[src/tm2_pkg.sv]
// Contract
// - The two-bit external clock select field picks one external source shared by both bytes.
// - Per-byte clock choice bits pick, for the low byte and in split mode for the high byte, between the external clock and system clock.
// - Every external source is synchronised to the system clock before it advances the timer.
// - Select code 00 counts on system clock divided by twelve and captures on real-time clock/8.
// - Select code 10 counts on system clock divided by twelve.
// - Select code 11 counts on real-time clock divided by eight.
// - In auto-reload operation the low count byte reloads from the reload-low register.
// - In capture operation each capture event copies the low count byte into reload-low.
// - In auto-reload operation the high count byte reloads from the reload-high register.
// - In capture operation each capture event copies the high count byte into reload-high.
// - The low count register is the low half in 16-bit mode and the low timer in split mode.
// - The high count register is the high half in 16-bit mode and the high timer in split mode.
// - In 16-bit mode the high overflow flag sets when the counter wraps 0xFFFF to 0x0000.
// - The low overflow flag sets on every low byte wrap from 0xFF to 0x00 in any mode.
// - Split enable 0 gives one 16-bit auto-reload counter, 1 gives two 8-bit ones.
// - In split mode run control gates only the high byte; the low byte always counts.
package tm2_pkg;
  // Register addresses in the special function register space
  localparam logic [7:0] TM2_CTRL_ADDR = 8'hC8;
  localparam logic [7:0] TM2_RLL_ADDR = 8'hCA;
  localparam logic [7:0] TM2_RLH_ADDR = 8'hCB;
  localparam logic [7:0] TM2_CNTL_ADDR = 8'hCC;
  localparam logic [7:0] TM2_CNTH_ADDR = 8'hCD;
  // Control register field positions
  localparam int TM2_HOVF_BIT = 7;
  localparam int TM2_LOVF_BIT = 6;
  localparam int TM2_LIEN_BIT = 5;
  localparam int TM2_CAPEN_BIT = 4;
  localparam int TM2_SPLIT_BIT = 3;
  localparam int TM2_RUN_BIT = 2;
  localparam int TM2_XCLK_MSB = 1;
  localparam int TM2_XCLK_LSB = 0;
  // Reset values, byte maximum and unmapped read value
  localparam logic [7:0] TM2_CTRL_RST = 8'h00;
  localparam logic [7:0] TM2_RLL_RST = 8'h00;
  localparam logic [7:0] TM2_RLH_RST = 8'h00;
  localparam logic [7:0] TM2_CNTL_RST = 8'h00;
  localparam logic [7:0] TM2_CNTH_RST = 8'h00;
  localparam logic [7:0] TM2_BYTE_MAX = 8'hFF;
  localparam logic [7:0] TM2_UNMAPPED = 8'h00;
  // External clock select encodings
  localparam logic [1:0] TM2_XCLK_SYS12_RTC = 2'h0;
  localparam logic [1:0] TM2_XCLK_RSVD = 2'h1;
  localparam logic [1:0] TM2_XCLK_SYS12 = 2'h2;
  localparam logic [1:0] TM2_XCLK_RTC = 2'h3;
  // Divider counts
  localparam int TM2_SYS_DIV = 12;
  localparam int TM2_EXT_DIV = 8;
  localparam logic [3:0] TM2_SYS_DIV_LAST = 4'(TM2_SYS_DIV - 1);
  localparam logic [2:0] TM2_EXT_DIV_LAST = 3'(TM2_EXT_DIV - 1);
endpackage

[src/tm2_tick_if.sv]
`timescale 1ns/100ps
// Count and capture ticks from the clock source unit
interface tm2_tick_if;
  logic sys12_tick;
  logic rtc8_tick;
  logic osc8_tick;
  modport src (output sys12_tick, output rtc8_tick, output osc8_tick);
  modport dst (input sys12_tick, input rtc8_tick, input osc8_tick);
endinterface

[src/tm2_clk_src.sv]
`timescale 1ns/100ps
module tm2_clk_src
  import tm2_pkg::*;
(
  // Clock and reset
  input wire logic i_clk,
  input wire logic i_rst,
  // Asynchronous source pins
  input wire logic i_rtc_clk,
  input wire logic i_osc_clk,
  // Ticks to the timer
  tm2_tick_if.src tk
);
  logic [1:0] pin_in;
  logic [1:0] sync1_ff;
  logic [1:0] sync2_ff;
  logic [1:0] prev_ff;
  logic [1:0] edge_w;
  logic [1:0] div_tick_ff;
  logic [3:0] sys_cnt_ff;
  logic sys_tick_ff;

  assign pin_in = {i_osc_clk, i_rtc_clk};

  // Two-flop synchroniser, edge detect and divide by eight per source
  for (genvar g = 0; g < 2; g++) begin : g_src
    logic [2:0] div_ff;
    always_ff @(posedge i_clk) begin
      sync1_ff[g] <= pin_in[g];
      sync2_ff[g] <= sync1_ff[g];
    end
    assign edge_w[g] = sync2_ff[g] & ~prev_ff[g];
    always_ff @(posedge i_clk) begin
      if (i_rst) begin
        prev_ff[g] <= 1'b0;
        div_ff <= 3'h0;
        div_tick_ff[g] <= 1'b0;
      end else begin
        prev_ff[g] <= sync2_ff[g];
        div_ff <= edge_w[g] ? div_ff + 3'h1 : div_ff;
        div_tick_ff[g] <= edge_w[g] && (div_ff == TM2_EXT_DIV_LAST);
      end
    end
  end

  // System clock divided by twelve
  always_ff @(posedge i_clk) begin
    if (i_rst) begin
      sys_cnt_ff <= 4'h0;
      sys_tick_ff <= 1'b0;
    end else begin
      sys_cnt_ff <= (sys_cnt_ff == TM2_SYS_DIV_LAST) ? 4'h0 : sys_cnt_ff + 4'h1;
      sys_tick_ff <= (sys_cnt_ff == TM2_SYS_DIV_LAST);
    end
  end

  assign tk.sys12_tick = sys_tick_ff;
  assign tk.rtc8_tick = div_tick_ff[0];
  assign tk.osc8_tick = div_tick_ff[1];
endmodule

[src/tm2_timer.sv]
`timescale 1ns/100ps
module tm2_timer
  import tm2_pkg::*;
(
  // Clock and reset
  input wire logic i_clk,
  input wire logic i_rst,
  // Special function register access
  input wire logic [7:0] i_sfr_addr,
  input wire logic i_sfr_wr,
  input wire logic i_sfr_rd,
  input wire logic [7:0] i_sfr_wdata,
  output logic [7:0] o_sfr_rdata,
  // Per-byte clock choice from the clock choice register
  input wire logic i_high_byte_clock_choice,
  input wire logic i_low_byte_clock_choice,
  // Asynchronous external sources
  input wire logic i_rtc_clk,
  input wire logic i_osc_clk,
  // Overflow flags and low interrupt enable to the interrupt logic
  output logic o_high_overflow_flag,
  output logic o_low_overflow_flag,
  output logic o_low_irq_enable
);
  logic [7:0] ctrl_ff;
  logic [7:0] rll_ff;
  logic [7:0] rlh_ff;
  logic [7:0] cntl_ff;
  logic [7:0] cnth_ff;
  logic [7:0] rdata_ff;
  logic [7:0] nxt_ctrl;
  logic [7:0] nxt_rll;
  logic [7:0] nxt_rlh;
  logic [7:0] nxt_cntl;
  logic [7:0] nxt_cnth;
  logic [7:0] nxt_rdata;
  logic [1:0] ext_clock_source_select;
  logic split_enable;
  logic run_control;
  logic capture_enable;
  logic wr_ctrl;
  logic wr_rll;
  logic wr_rlh;
  logic wr_cntl;
  logic wr_cnth;
  logic ext_tick;
  logic cap_trig;
  logic capture;
  logic low_tick;
  logic high_tick;
  logic low_en;
  logic high_en;
  logic low_wrap;
  logic high_wrap;
  logic low_reload;
  logic [7:0] reload_l;
  logic [7:0] reload_h;
  logic [7:0] rd_mux;

  tm2_tick_if tk ();

  // Synchronised and divided external sources
  tm2_clk_src u_src (
    .i_clk (i_clk),
    .i_rst (i_rst),
    .i_rtc_clk (i_rtc_clk),
    .i_osc_clk (i_osc_clk),
    .tk (tk.src)
  );

  // Control fields
  assign ext_clock_source_select = ctrl_ff[TM2_XCLK_MSB:TM2_XCLK_LSB];
  assign split_enable = ctrl_ff[TM2_SPLIT_BIT];
  assign run_control = ctrl_ff[TM2_RUN_BIT];
  assign capture_enable = ctrl_ff[TM2_CAPEN_BIT];

  // Write decode
  assign wr_ctrl = i_sfr_wr && (i_sfr_addr == TM2_CTRL_ADDR);
  assign wr_rll = i_sfr_wr && (i_sfr_addr == TM2_RLL_ADDR);
  assign wr_rlh = i_sfr_wr && (i_sfr_addr == TM2_RLH_ADDR);
  assign wr_cntl = i_sfr_wr && (i_sfr_addr == TM2_CNTL_ADDR);
  assign wr_cnth = i_sfr_wr && (i_sfr_addr == TM2_CNTH_ADDR);

  // One external source shared by both bytes; codes 00, 01, 10 use sys/12
  assign ext_tick = (ext_clock_source_select == TM2_XCLK_RTC) ? tk.rtc8_tick
                  : tk.sys12_tick;
  // Capture trigger: rtc/8 for codes 00 and 01, oscillator/8 otherwise
  assign cap_trig = ((ext_clock_source_select == TM2_XCLK_SYS12_RTC) ||
                     (ext_clock_source_select == TM2_XCLK_RSVD)) ? tk.rtc8_tick
                    : tk.osc8_tick;
  assign capture = capture_enable && cap_trig;

  // Per-byte choice between external ticks and every system clock
  assign low_tick = i_low_byte_clock_choice ? 1'b1 : ext_tick;
  assign high_tick = i_high_byte_clock_choice ? 1'b1 : ext_tick;

  // Count enables: split lets low run free and gates high by run
  assign low_en = split_enable ? low_tick : (run_control && low_tick);
  assign low_wrap = low_en && (cntl_ff == TM2_BYTE_MAX);
  assign high_en = split_enable ? (run_control && high_tick) : low_wrap;
  assign high_wrap = high_en && (cnth_ff == TM2_BYTE_MAX);
  // In 16-bit mode the low byte reloads only on a full wrap
  assign low_reload = split_enable ? low_wrap : high_wrap;

  // Reload values; in capture operation the byte wraps to zero
  assign reload_l = capture_enable ? TM2_CNTL_RST : rll_ff;
  assign reload_h = capture_enable ? TM2_CNTH_RST : rlh_ff;

  // Next count values; a processor write wins over counting
  assign nxt_cntl = wr_cntl ? i_sfr_wdata
                  : low_reload ? reload_l
                  : low_en ? cntl_ff + 8'h01
                  : cntl_ff;
  assign nxt_cnth = wr_cnth ? i_sfr_wdata
                  : high_wrap ? reload_h
                  : high_en ? cnth_ff + 8'h01
                  : cnth_ff;

  // Reload registers; a capture event wins over a write
  assign nxt_rll = capture ? cntl_ff
                 : wr_rll ? i_sfr_wdata : rll_ff;
  assign nxt_rlh = capture ? cnth_ff
                 : wr_rlh ? i_sfr_wdata : rlh_ff;

  // Control register; hardware flag sets win over firmware clears
  always_comb begin
    nxt_ctrl = wr_ctrl ? i_sfr_wdata : ctrl_ff;
    if (high_wrap) begin
      nxt_ctrl[TM2_HOVF_BIT] = 1'b1;
    end
    if (low_wrap) begin
      nxt_ctrl[TM2_LOVF_BIT] = 1'b1;
    end
  end

  // Read select; unmapped addresses read zero
  assign rd_mux = (i_sfr_addr == TM2_CTRL_ADDR) ? ctrl_ff
                : (i_sfr_addr == TM2_RLL_ADDR) ? rll_ff
                : (i_sfr_addr == TM2_RLH_ADDR) ? rlh_ff
                : (i_sfr_addr == TM2_CNTL_ADDR) ? cntl_ff
                : (i_sfr_addr == TM2_CNTH_ADDR) ? cnth_ff
                : TM2_UNMAPPED;
  assign nxt_rdata = i_sfr_rd ? rd_mux : TM2_UNMAPPED;

  // Register state
  always_ff @(posedge i_clk) begin
    if (i_rst) begin
      ctrl_ff <= TM2_CTRL_RST;
      rll_ff <= TM2_RLL_RST;
      rlh_ff <= TM2_RLH_RST;
      cntl_ff <= TM2_CNTL_RST;
      cnth_ff <= TM2_CNTH_RST;
      rdata_ff <= TM2_UNMAPPED;
    end else begin
      ctrl_ff <= nxt_ctrl;
      rll_ff <= nxt_rll;
      rlh_ff <= nxt_rlh;
      cntl_ff <= nxt_cntl;
      cnth_ff <= nxt_cnth;
      rdata_ff <= nxt_rdata;
    end
  end

  // Outputs straight from flops
  assign o_sfr_rdata = rdata_ff;
  assign o_high_overflow_flag = ctrl_ff[TM2_HOVF_BIT];
  assign o_low_overflow_flag = ctrl_ff[TM2_LOVF_BIT];
  assign o_low_irq_enable = ctrl_ff[TM2_LIEN_BIT];
endmodule

[config.mk]
export PLATFORM = sky130hd
export DESIGN_NAME = tm2_timer
export DESIGN_NICKNAME = d
export VERILOG_FILES = /design/src/tm2_pkg.sv /design/src/tm2_tick_if.sv /design/src/tm2_clk_src.sv /design/src/tm2_timer.sv
export SDC_FILE = /design/constraint.sdc
export NUM_CORES = 1
export LEC_CHECK = 0
export BUFFER_PORTS_ARGS = -buffer_cell sky130_fd_sc_hd__buf_2
export CELL_PAD_IN_SITES_DETAIL_PLACEMENT = 1
export CELL_PAD_IN_SITES_GLOBAL_PLACEMENT = 1
export CORE_UTILIZATION = 40
export CTS_CLUSTER_SIZE = 10
export DETAILED_ROUTE_END_ITERATION = 8
export PLACE_DENSITY_LB_ADDON = 0.1
export SYNTH_ARGS = -nofsm -noshare
export SYNTH_HDL_FRONTEND = slang
export SYNTH_SLANG_ARGS = --single-unit
[constraint.sdc]
create_clock -name i_clk -period 4.8 [get_ports i_clk]
set_input_delay 0 -clock i_clk [delete_from_list [all_inputs] [get_ports i_clk]]
set_output_delay 0 -clock i_clk [all_outputs]
set_load 0.005 [all_outputs]
==> reports/qor.csv <==
metric,value,unit
overflow,0,
critPathCaptureType,flop,
grt_pass1_vias,3245,
die_y,95.6,um
power_switching,0.000282,W
grt_pass1_wl,16900,um
skew,0.0166,ns
drcViolationCount,0,
crit_type,reg2reg,
critPathRequiredTime,5.06,ns
whs_path_depth,3,
nets,455,
crit_slowest_cell,dfxtp_1,
period_minus_slack,2.36,ns
crit_path_max_fanout,10,
n_antenna_cell,0,
rsz0062_at_grt,no,
synthArstFlopShare,0,%
cts_root_buf,clkbuf_8,
path_cells,"ha_1, and4_1, o211ai_4, mux2_4, a2111oi_4",
viasPerCell,5.89,
internal_power,0.000902,W
synth.yosys.seq_area_share,38.3,%
crit_buf_inv,0,
synth_area,0.00350,mm^2
critPathMaxStageDelay,0.50,ns
fmax,423,MHz
post-cts-setup-buffer-count,0,
initial_utilization,42.0,%
ios,35,
die_w,95.6,um
synth_ff_type,dfxtp_1,
core_area,0.00834,mm^2
place_ws,2.41,ns
yosys_warnings,0,
clk_latency,0.35,ns
r2r_cells,5,
firstDrtPassIters,4,
hpwl,7170,um
wl,10600,um
share_seq_of_total_power,48.1,%
hold_viol,0,
ys_types,56,
min_from,i_sfr_wr,
final.setup.worst_slack,2.44,ns
worst_pin_slew,1.14,ns
finalSetupViolations,0,
hold_buffers,10,
syn_nets,425,
period_share,49.2,%
crit_arrival,2.62,ns
grt_usage,24.9,%
gp_routability_congestion,0.784,
slew_headroom,23.7,%
ant_nets,0,
fin_tns_setup,0,ns
worstHoldEndpoint,ctrl_ff[3],
pwr-share-comb,6.1,%
grt_max_degree,59,
r2r_setup_slack,2.44,ns
antenna_found_initial,0,
clk_pin_slew,0.09,ns
fp-row-count,33,
p_leak,1.58,nW
clock_path_buffers,2,
synthCells,394,
ys_ff_latch,67,
h-tree-depth,3,
worstReg2RegStart,cnth_ff[0],
drive_gt1_share,15.6,%
area_growth_syn_to_layout,15.3,%
cts_resized,0,
cts_tree,done,
startpoint_type,flop,
path_delay_family,compound AO/OA/AOI/OAI gates,
cts_num_sinks,67,
powerDensity,293,mW/mm^2
p_clk_share,45.8,%
drv_slew,0,
peakVddDrop,0.167,mV
p_total,0.00118,W
avgSynthCellArea,8.89,um^2
die_area,0.00914,mm^2
numCtsBuffers,9,
wl_per_cell,19.8,um
p_sw_share,23.8,%
drt_iter0_drc,93,
hold_path_class,in2reg,
rr_endpoint,cntl_ff[0],
status,"finished, final reports clean",
synth-edff-count,0,
max_cap_violations,0,
portBuffers,34,
fill_cells,969,
num_vias,3146,
## synthesized netlist by cell type, types with 7 or more instances
master / instances / area, um^2
nand3_1: 25 / 125
mux2i_1: 16 / 160
a21o_1: 8 / 60.1
a21oi_1: 18 / 90.1
a311oi_1: 9 / 78.8
a22o_1: 8 / 70.1
xnor2_1: 7 / 61.3
ha_1: 7 / 87.6
o211ai_1: 9 / 67.6
clkbuf_1: 18 / 67.6
nor2_1: 42 / 158
a22oi_1: 15 / 113
nand2b_1: 14 / 87.6
dfxtp_1: 67 / 1340
a211oi_1: 9 / 67.6
nand2_1: 26 / 97.6
nor2b_1: 9 / 56.3
## power by group through the flow
stage / registers [W] / logic, W / clock network [W]
6_report: 0.000569 / 0.0000726 / 0.000542
3_3_place_gp: 0.000582 / 0.0000650 / 0
5_1_grt: 0.000570 / 0.0000799 / 0.000581
2_1_floorplan: 0.000581 / 0.0000405 / 0
4_1_cts: 0.000569 / 0.0000735 / 0.000554
3_5_place_dp: 0.000582 / 0.0000670 / 0
## sequential cells by signal, summed over array words and instances (netlist names)
signal and flops:
cnth_ff 8, cntl_ff 8, ctrl_ff 8, o_sfr_rdata 8
rlh_ff 8, rll_ff 8, u_src.g_src.div_ff 6, u_src.prev_ff 2
u_src.sync1_ff 2, u_src.sync2_ff 2, u_src.sys_cnt_ff 4, u_src.tk.osc8_tick 1
u_src.tk.rtc8_tick 1, u_src.tk.sys12_tick 1
## worst min-delay path: stages
cell,delay [ns]
buf_2,0.25
nand3_1,0.14
a21oi_1,0.05
## metal layers
metal	vias to the layer above	routed length [um]	GRT usage (%)
li1	1518	-	-
met1	1539	4960	31.6
met2	72	5090	42.5
met3	17	340	3.43
met4	0	193	9.70
met5	-	0	0
## worst max path at each step
stage,cells after the start,from,end
floorplan,7,cnth_ff[0],cntl_ff[0]
global placement,5,cnth_ff[0],cntl_ff[0]
detailed placement,6,i_sfr_addr[5],cnth_ff[4]
CTS,5,cnth_ff[0],cntl_ff[0]
global route,5,cnth_ff[1],cntl_ff[0]
finish,5,cnth_ff[0],cntl_ff[0]
## logic make-up after synthesis
kind of cell | share of synthesized area, %
AND/OR/NAND/NOR | 22.2
AO/OA/AOI/OAI | 24.0
flip-flops | 38.3
buffers and inverters | 4.11
multiplexers | 5.64
XOR/XNOR | 3.25
adder cells (fa/ha/maj) | 2.50
## stage by stage
stage | instances | instance area [um^2] | hold WS [ns] | utilization (%)
2_1_floorplan | 394 | 3500 | 0.0277 | -
3_3_place_gp | 508 | 3710 | 0.104 | 44.5
3_5_place_dp | 508 | 3710 | 0.104 | 44.5
4_1_cts | 534 | 4040 | 0.130 | 48.4
5_1_grt | 534 | 4040 | 0.159 | 48.4
6_report | 534 | 4040 | 0.146 | 48.4
## area by class of cell
type / count / area, um^2 / area share [%]
clock buffer: 10 / 138 / 3.41
clock inverter: 6 / 88.8 / 2.20
inverter: 6 / 22.5 / 0.557
multi-input combinational: 292 / 2020 / 50.0
sequential: 67 / 1340 / 33.2
tap: 105 / 131 / 3.25
timing repair buffer: 48 / 300 / 7.43
## cell usage in the layout (no fill, tap or decap), types with 10 or more instances in the layout
master / instances
dfxtp_1: 67
nor2_1: 42
buf_2: 34
nand2_1: 26
nand3_1: 25
a21oi_1: 18
mux2i_1: 16
a22oi_1: 15
nand2b_1: 14
clkbuf_8: 10
dlygate4sd3_1: 10
(Power assumes the default switching activity.)
